==> src/logic/bit_pkg.sv <==
// bit_pkg: constants, field layouts and carrier types of the basic interval timer
// assumes a 40 MHz i_clk that also serves as the oscillator input of the prescaler
package bit_pkg;

	// apb address width and data width
	localparam int unsigned BIT_AW = 12;
	localparam int unsigned BIT_DW = 32;

	// register indices as printed, byte address is four times the index
	localparam logic [BIT_AW-1:0] BIT_CTL_INDEX = 12'h0f2;
	localparam logic [BIT_AW-1:0] BIT_CNT_INDEX = 12'h0f3;
	localparam logic [BIT_AW-1:0] BIT_CTL_ADDR  = {BIT_CTL_INDEX[BIT_AW-3:0], 2'h0};
	localparam logic [BIT_AW-1:0] BIT_CNT_ADDR  = {BIT_CNT_INDEX[BIT_AW-3:0], 2'h0};

	// control register field positions
	localparam int unsigned BIT_SEL_LSB  = 0;
	localparam int unsigned BIT_SEL_MSB  = 2;
	localparam int unsigned BIT_CLR_POS  = 3;
	localparam int unsigned BIT_WDM_POS  = 4;

	// control register reset value
	localparam logic [7:0] BIT_CTL_RESET = 8'h17;

	// counter and prescaler geometry
	localparam int unsigned BIT_CNT_W = 8;
	localparam int unsigned BIT_PRE_W = 10;
	localparam int unsigned BIT_PRE_BASE = 3;  // code 000 divides by 2**3
	localparam logic [BIT_CNT_W-1:0] BIT_CNT_MAX  = 8'hff;
	localparam logic [BIT_CNT_W-1:0] BIT_CNT_ZERO = 8'h00;

	// prescaler division select, one code per doubling
	typedef enum logic [2:0] {
		BIT_DIV8    = 3'h0,
		BIT_DIV16   = 3'h1,
		BIT_DIV32   = 3'h2,
		BIT_DIV64   = 3'h3,
		BIT_DIV128  = 3'h4,
		BIT_DIV256  = 3'h5,
		BIT_DIV512  = 3'h6,
		BIT_DIV1024 = 3'h7
	} bit_div_e;

	// software visible control fields
	typedef struct packed {
		logic     watchdog_mode_select; // 1: watchdog, 0: plain 8-bit timer
		logic     counter_clear_bit;    // self clearing restart request
		bit_div_e prescale_select;      // division of the oscillator input
	} bit_ctl_s;

	// events leaving the counter
	typedef struct packed {
		logic ovf;   // one-cycle pulse on ff -> 00
		logic tick;  // one-cycle pulse on every count
	} bit_evt_s;

	// mask of prescaler bits that must all be one for a count pulse
	function automatic logic [BIT_PRE_W-1:0] bit_pre_mask(input bit_div_e sel);
		logic [BIT_PRE_W:0] m;
		m = ({{BIT_PRE_W{1'b0}}, 1'b1} << (BIT_PRE_BASE + 32'(sel)));
		return BIT_PRE_W'(m - 1'b1);
	endfunction

endpackage

==> src/logic/bit_prescaler.sv <==
// bit_prescaler: free-running divider giving one count pulse per selected period
// assumes i_ce low means the peripheral clock is stopped
`timescale 1ns/10ps
`default_nettype none
module bit_prescaler (
	input  wire logic              i_clk,
	input  wire logic              i_srst,
	input  wire logic              i_ce,
	input  wire bit_pkg::bit_div_e i_sel,
	output logic                   o_pulse
);
	import bit_pkg::*;

	// whole state of the divider
	typedef struct packed {
		logic [BIT_PRE_W-1:0] div;    // running divider
		logic                 pulse;  // registered count pulse
	} bit_pre_s;

	bit_pre_s st;       // current state
	bit_pre_s next_st;  // next state

	// divider runs whenever i_ce is high, the select only picks which carry becomes the pulse
	always_comb begin
		next_st = st;
		next_st.div = st.div + 1'b1;
		// pulse when all selected low bits are ones, i.e. once per 8<<sel clocks
		next_st.pulse = ((st.div & bit_pre_mask(i_sel)) == bit_pre_mask(i_sel));
	end

	// freeze while the peripheral clock is stopped
	always_ff @(posedge i_clk) begin
		if (i_srst) begin
			st <= '0;
		end else if (i_ce) begin
			st <= next_st;
		end
	end

	assign o_pulse = st.pulse;
endmodule
`default_nettype wire

==> src/logic/bit_counter.sv <==
// bit_counter: 8-bit free-running interval counter with clear and wrap detection
// assumes i_tick is a one-cycle pulse from the prescaler
`timescale 1ns/10ps
`default_nettype none
module bit_counter (
	input  wire logic                          i_clk,
	input  wire logic                          i_srst,
	input  wire logic                          i_ce,
	input  wire logic                          i_tick,
	input  wire logic                          i_clear,
	output logic [bit_pkg::BIT_CNT_W-1:0]      o_count,
	output bit_pkg::bit_evt_s                  o_evt
);
	import bit_pkg::*;

	// whole state of the counter
	typedef struct packed {
		logic [BIT_CNT_W-1:0] cnt;  // interval count value
		bit_evt_s             evt;  // registered events
	} bit_cnt_s;

	bit_cnt_s st;       // current state
	bit_cnt_s next_st;  // next state

	// count, wrap and clear; no software path can halt it
	always_comb begin
		next_st = st;
		next_st.evt = '0;
		if (i_clear) begin
			// clear wins, a coincident wrap is dropped
			next_st.cnt = BIT_CNT_ZERO;
		end else if (i_tick) begin
			next_st.cnt = st.cnt + 1'b1;
			next_st.evt.tick = 1'b1;
			next_st.evt.ovf = (st.cnt == BIT_CNT_MAX);
		end
	end

	// freeze while the peripheral clock is stopped
	always_ff @(posedge i_clk) begin
		if (i_srst) begin
			st <= '0;
		end else if (i_ce) begin
			st <= next_st;
		end
	end

	assign o_count = st.cnt;
	assign o_evt   = st.evt;
endmodule
`default_nettype wire

==> src/logic/bit_top.sv <==
// bit_top: basic interval timer with its apb register slave
// assumes an apb3 master on i_clk and a clock enable that drops in stop mode
//
// Operation
// - eight-bit counter runs freely, never software-halted
// - counter advances once per prescaler count pulse
// - wrap from ff to 00 raises interrupt
// - writing clear bit zeroes counter, then resumes
// - clear bit drops by itself after one cycle
// - low three bits pick division 8 to 1024
// - mode bit: watchdog or plain 8-bit timer
// - counter wraps give the watchdog its time base
// - stopped peripheral clock freezes counter and prescaler
`timescale 1ns/10ps
`default_nettype none
module bit_top (
	input  wire logic                       i_clk,
	input  wire logic                       i_srst,
	input  wire logic                       i_clk_en,
	input  wire logic                       i_psel,
	input  wire logic                       i_penable,
	input  wire logic                       i_pwrite,
	input  wire logic [bit_pkg::BIT_AW-1:0] i_paddr,
	input  wire logic [bit_pkg::BIT_DW-1:0] i_pwdata,
	output logic [bit_pkg::BIT_DW-1:0]      o_prdata,
	output logic                            o_pready,
	output logic                            o_pslverr,
	output logic                            o_irq,
	output logic                            o_wdt_tick,
	output logic                            o_watchdog_mode
);
	import bit_pkg::*;

	// whole state of the top: bus answer and control register
	typedef struct packed {
		logic              pready;  // answer strobe of the access phase
		logic              pslverr; // unmapped address flag
		logic [BIT_DW-1:0] prdata;  // read data held for the access phase
		bit_ctl_s          ctl;     // control register fields
	} bit_top_s;

	bit_top_s st;       // current state
	bit_top_s next_st;  // next state

	// wires between the pieces
	logic                 pre_pulse;  // count pulse from the prescaler
	logic [BIT_CNT_W-1:0] count;      // live counter value
	bit_evt_s             evt;        // wrap and tick pulses

	// bus phase decode
	logic setup_ph;   // first cycle of a transfer
	logic access_ok;  // edge at which the transfer completes
	logic hit_ctl;    // control register selected
	logic hit_cnt;    // counter register selected

	// reads back the control register with the upper bits as zero
	function automatic logic [BIT_DW-1:0] ctl_word(input bit_ctl_s c);
		logic [BIT_DW-1:0] w;
		w = '0;
		w[BIT_WDM_POS] = c.watchdog_mode_select;
		w[BIT_CLR_POS] = c.counter_clear_bit;
		w[BIT_SEL_MSB:BIT_SEL_LSB] = c.prescale_select;
		return w;
	endfunction

	// prescaler: divides i_clk by the selected ratio
	bit_prescaler u_pre (
		.i_clk   (i_clk),
		.i_srst  (i_srst),
		.i_ce    (i_clk_en),
		.i_sel   (st.ctl.prescale_select),
		.o_pulse (pre_pulse)
	);

	// interval counter, cleared by the pending clear bit
	bit_counter u_cnt (
		.i_clk   (i_clk),
		.i_srst  (i_srst),
		.i_ce    (i_clk_en),
		.i_tick  (pre_pulse),
		.i_clear (st.ctl.counter_clear_bit),
		.o_count (count),
		.o_evt   (evt)
	);

	// address and phase decode
	always_comb begin
		setup_ph  = i_psel && !i_penable;
		access_ok = i_psel && i_penable && st.pready;
		hit_ctl   = (i_paddr == BIT_CTL_ADDR);
		hit_cnt   = (i_paddr == BIT_CNT_ADDR);
	end

	// next state: bus answer plus control register
	always_comb begin
		next_st = st;
		// the clear request lives exactly one cycle
		next_st.ctl.counter_clear_bit = 1'b0;
		if (setup_ph) begin
			// answer ready for the access phase, one wait-free cycle
			next_st.pready  = 1'b1;
			next_st.pslverr = !(hit_ctl || hit_cnt);
			if (hit_ctl) begin
				next_st.prdata = ctl_word(st.ctl);
			end else if (hit_cnt) begin
				// live count, upper bits read as zero
				next_st.prdata = {{(BIT_DW-BIT_CNT_W){1'b0}}, count};
			end else begin
				next_st.prdata = '0;
			end
		end else if (access_ok) begin
			// transfer ends here, drop the answer
			next_st.pready  = 1'b0;
			next_st.pslverr = 1'b0;
			next_st.prdata  = '0;
			if (i_pwrite && hit_ctl) begin
				// bits seven to five are not stored
				next_st.ctl.watchdog_mode_select = i_pwdata[BIT_WDM_POS];
				next_st.ctl.prescale_select =
					bit_div_e'(i_pwdata[BIT_SEL_MSB:BIT_SEL_LSB]);
				// a one starts a clear, a zero has no effect
				next_st.ctl.counter_clear_bit = i_pwdata[BIT_CLR_POS];
			end
			// writes to the counter register are ignored
		end else begin
			// idle or abandoned transfer
			next_st.pready  = 1'b0;
			next_st.pslverr = 1'b0;
		end
	end

	// single register stage; everything freezes while the clock enable is low
	always_ff @(posedge i_clk) begin
		if (i_srst) begin
			st.pready  <= 1'b0;
			st.pslverr <= 1'b0;
			st.prdata  <= '0;
			st.ctl     <= bit_ctl_s'(BIT_CTL_RESET[BIT_WDM_POS:0]);
		end else if (i_clk_en) begin
			st <= next_st;
		end
	end

	// event outputs come straight from the counter's flops, the mode output from the control register
	assign o_irq           = evt.ovf;
	assign o_wdt_tick      = evt.ovf;
	assign o_watchdog_mode = st.ctl.watchdog_mode_select;

	// bus answer straight from the state register
	assign o_prdata  = st.prdata;
	assign o_pready  = st.pready;
	assign o_pslverr = st.pslverr;
endmodule
`default_nettype wire

==> config.mk <==
export PLATFORM = sky130hd
export DESIGN_NAME = bit_top
export DESIGN_NICKNAME = d
export VERILOG_FILES = /design/src/logic/bit_pkg.sv /design/src/logic/bit_prescaler.sv /design/src/logic/bit_counter.sv /design/src/logic/bit_top.sv
export SDC_FILE = /design/constraint.sdc
export NUM_CORES = 1
export LEC_CHECK = 0
export ABC_CLOCK_PERIOD_IN_PS = 1900
export BUFFER_PORTS_ARGS = -buffer_cell sky130_fd_sc_hd__buf_4
export CAP_MARGIN = 20
export CORE_MARGIN = 2
export CORE_UTILIZATION = 47
export CTS_CLUSTER_DIAMETER = 40
export CTS_CLUSTER_SIZE = 40
export DETAILED_ROUTE_END_ITERATION = 7
export GPL_ROUTABILITY_DRIVEN = 0
export PLACE_DENSITY = 0.83
export SKIP_LAST_GASP = 1
export SYNTH_ARGS = -nofsm -noshare
export SYNTH_HDL_FRONTEND = slang
export SYNTH_HIERARCHICAL = 1
export SYNTH_SLANG_ARGS = --single-unit
==> constraint.sdc <==
create_clock -name i_clk -period 1.9 [get_ports i_clk]
set_clock_uncertainty 0.05 [all_clocks]
set_input_delay 0.19 -clock i_clk [delete_from_list [all_inputs] [get_ports i_clk]]
set_output_delay 0.19 -clock i_clk [all_outputs]
set_load 0.05 [all_outputs]
# ---- Word level (Yosys, flattened, before mapping)
# Cells that the tools add are included.
dict set report totals {
  regBits 59
  output_inout_bits 37
  word_cells 42
}
dict set report op_classes {
  add_sub_neg 4
  eq_ne 4
  shifts 1
  mux 9
  n_bitwise 2
  reduce_logical 12
}
# operator n
set op_table {}
lappend op_table {{$mux W37} 1}
lappend op_table {{$mux W34} 1}
lappend op_table {{$shl A1 B32 Y10 const A} 1}
lappend op_table {{$eq A12 B10 Y1 const B} 2}
lappend op_table {{$mux W8} 3}
lappend op_table {{$add A10 B1 Y10 const B} 1}
lappend op_table {{$and A10 B10 Y10} 1}
lappend op_table {{$eq A10 B10 Y1} 1}
lappend op_table {{$mux W10} 1}
lappend op_table {{$sub A10 B1 Y10 const B} 1}
lappend op_table {{$add A8 B1 Y8 const B} 1}
lappend op_table {{$eq A8 B8 Y1 const B} 1}
lappend op_table {{$mux W5} 1}
lappend op_table {{$add A2 B3 Y4 const A} 1}
lappend op_table {{$logic_and A1 B1 Y1} 4}
lappend op_table {{$mux W4} 1}
lappend op_table {{$reduce_and A2 Y1} 2}
lappend op_table {{$reduce_and A4 Y1} 1}
lappend op_table {{$reduce_bool A2 Y1} 2}
lappend op_table {{$logic_not A1 Y1} 2}
lappend op_table {{$mux W2} 1}
lappend op_table {{$logic_or A1 B1 Y1} 1}
lappend op_table {{$not A1 Y1} 1}

# ---- Depth between registers and ports, before layout
dict set report logic_depth {
  word_depth 5
  ltp_mapped 5
  ltp_nobuf 5
}

# ---- Hierarchy
# The synthesis kept the hierarchy.
# mod instances cells_per_inst area_per_inst_um2 seq_area_each_um2
set by_module_without_submodules {}
lappend by_module_without_submodules {bit_top 1 103 925.9 300.3}
lappend by_module_without_submodules {bit_prescaler 1 71 580.6 220.2}
lappend by_module_without_submodules {bit_counter 1 56 495.5 200.2}

# ---- Worst setup path before layout
# OpenSTA, ideal clock, no wires.
dict set report synth_path {
  path_type {register -> register}
  from {reg u_cnt.st, in the netlist u_cnt/o_count[0]}
  to {reg u_cnt.st, in the netlist u_cnt/o_count[6]}
  setup_time_ns 0.074
  arrival_ns 1.288
  t_required_ns 1.776
  path_slack_ns 0.488
  path_stages_with_launch 5
  n_path_buf 0
  path_cell_list {dfxtp_1 -> ha_1 -> nand2_1 -> or4_1 -> a31oi_1}
}
dict set report synth_via {
  elab_chain_cells 3
}
# element line
set synth_lines {}
lappend synth_lines {{start: declaration} bit_counter.sv:22} ;# bit_cnt_s st;
lappend synth_lines {{start signal: assignment} bit_counter.sv:44} ;# st <= next_st;
lappend synth_lines {{$add A8 B1 Y8} bit_counter.sv:33} ;# next_st.cnt = st.cnt + 1'b1;
lappend synth_lines {{$mux W10} bit_counter.sv:32} ;# end else if (i_tick) begin
lappend synth_lines {{$mux W8} bit_counter.sv:29} ;# if (i_clear) begin
# Every way passes these cells. The select of a mux whose other input is x is not followed.
# A chain may end at the register's enable or synchronous reset.

# ---- Worst setup path in the final report
# Same ends and word-level chain as after synthesis.

==> metrics <==
VDD IR-drop max 298.2 uV; io pins 87; hold buffers post-CTS 0; setup TNS 0 ps; Arr. time, crit path 1760 ps; Worst-path clk slew 70 ps; CTS tree yes; crit path launch type register; die width 68.75 um; max-slew violation count 0; Clk Latency, worst-skew pair 290 ps; WP data required 2070 ps; status complete, no violations; total number of vias 1597; Final Setup Violations 0; row cnt 23; Static Leakage 0.9302 nW; routed wire length 3683 um; Sw Ratio 28.81%; final std cells w/o fill 303; drt via density 5.271; Cell Pwr Density 675.5 nW/um^2; Reg power frac 50.7%; first-pass GRT wire length 6065 um; Sw Pwr 424.4 uW; Tcrit/Tclk final 83.70%; PortBufs 35; number of global-route vias before repair 1424; Clock Path Buffers 2; Final min period 1590 ps; Post-CTS Resized 0; fmax 628.8 MHz; Slew headroom 57.14%; Setup WS pre-CTS 329.4 ps; initial antenna violation count 0; share of cells above drive strength 1 20.16%; Crit. End Element register; synth warn 6; post-layout worst setup margin 309.7 ps; HP Start i_pwdata[2]; worst reg2reg path startpoint u_cnt/o_count[0]$_SDFFE_PP0P_; Area growth syn-to-layout 10.67%; number of max-cap violations 0; Total Power 1.473 mW; Final Hold Viols 0; Pre-Repair DR Iteration Count 4; CP startpoint u_cnt/o_count[0]$_SDFFE_PP0P_; Final nets 305; total global-route track usage 17.07%; routed length per placed instance 12.16 um; GRT Residual Overflow 0; RSZ-0062 raised after global routing false; Min-Delay Path Class primary input to register; Crit Path Class register to register; Detail Placement HPWL 2668 um; actual slew at the worst max-slew pin 642.9 ps; Pint 1.049 mW; H-tree level count 2; total CTS buffers 5; core area 4029 sq um; filler instances 379; Initial Util 48.91%; clock sinks 35; critical path fanouts, max 6; Comb pwr share 14.3%; # diodes 0; Synth Area per Inst 8.681 sq um; DRT antenna net count 0; Root Buffer clkbuf_8; first-iteration detailed-routing DRC count 69; setup repair bufs after CTS 0; commonest non-fill, non-tap cells in the layout 35 x buf_4, 35 x dfxtp_1, 26 x conb_1, 20 x nor2_1, 19 x nand2_1; mapped cell area 1971 sq um; Post-Synthesis Cells 227; Final Util 54.13%; die area 4727 sq um; dpl cells 295; drc violations 0; clock power share 35.0%; DIE HEIGHT 68.75 um; largest net degree at the start of global routing 36
[final cells by class]
type	instances	area [sq um]	share of cell area, %
Clock buffer	6	72.57	3.328
Clock inverter	2	12.51	0.5737
Inverter	5	18.77	0.8606
Multi-Input combinational cell	170	1051	48.19
Sequential cell	35	700.7	32.13
Tap cell	50	62.56	2.869
Timing Repair Buffer	35	262.8	12.05
[registers in the layout (all words and copies together) (netlist names)]
| signal | count |
|---|---|
| u_pre/st | 10 |
| o_prdata | 8 |
| u_cnt/o_count | 8 |
| st | 4 |
| o_pready | 1 |
| o_pslverr | 1 |
| o_watchdog_mode | 1 |
| u_cnt/o_evt | 1 |
| u_pre/o_pulse | 1 |
[stage by stage]
step	instance area, sq um	hold WS (ps)
2_1_floorplan	2061	255.2
3_3_place_gp	2096	387.8
3_5_place_dp	2096	394.1
4_1_cts	2181	100.2
5_1_grt	2181	105.3
6_report	2181	99.37
[critical path, stage by stage, from the launching register on]
cell	delay, ps
dfxtp_1	440
ha_1	300
nand2_1	100
or4_1	480
a31oi_1	170
[metal layers]
layer  routed length [um]  GRT usage [%]
met1                 1616          19.72
met5                    0              0
met4                   38          6.863
met2                 1785          29.93
met3                  243          4.383
[worst paths after layout]
kind	slack, ps	endpoint	depth (start not counted)
max	310	u_cnt/o_count[6]$_SDFFE_PP0P_	4
min	100	st[2]$_SDFFE_PP1P_	3
max reg2reg	310	u_cnt/o_count[6]$_SDFFE_PP0P_	4
min reg2reg	410	o_prdata[0]$_SDFFE_PP0P_	2
[power by group through the flow]
stage          sequential [mW]  combinational [mW]  clock (mW)
2_1_floorplan            0.767               0.194           0
3_3_place_gp             0.763               0.206           0
3_5_place_dp             0.763               0.209           0
4_1_cts                  0.746               0.209       0.526
5_1_grt                  0.747               0.226       0.562
6_report                 0.746               0.210       0.516
Note: power is estimated with default switching activity, not from simulation.
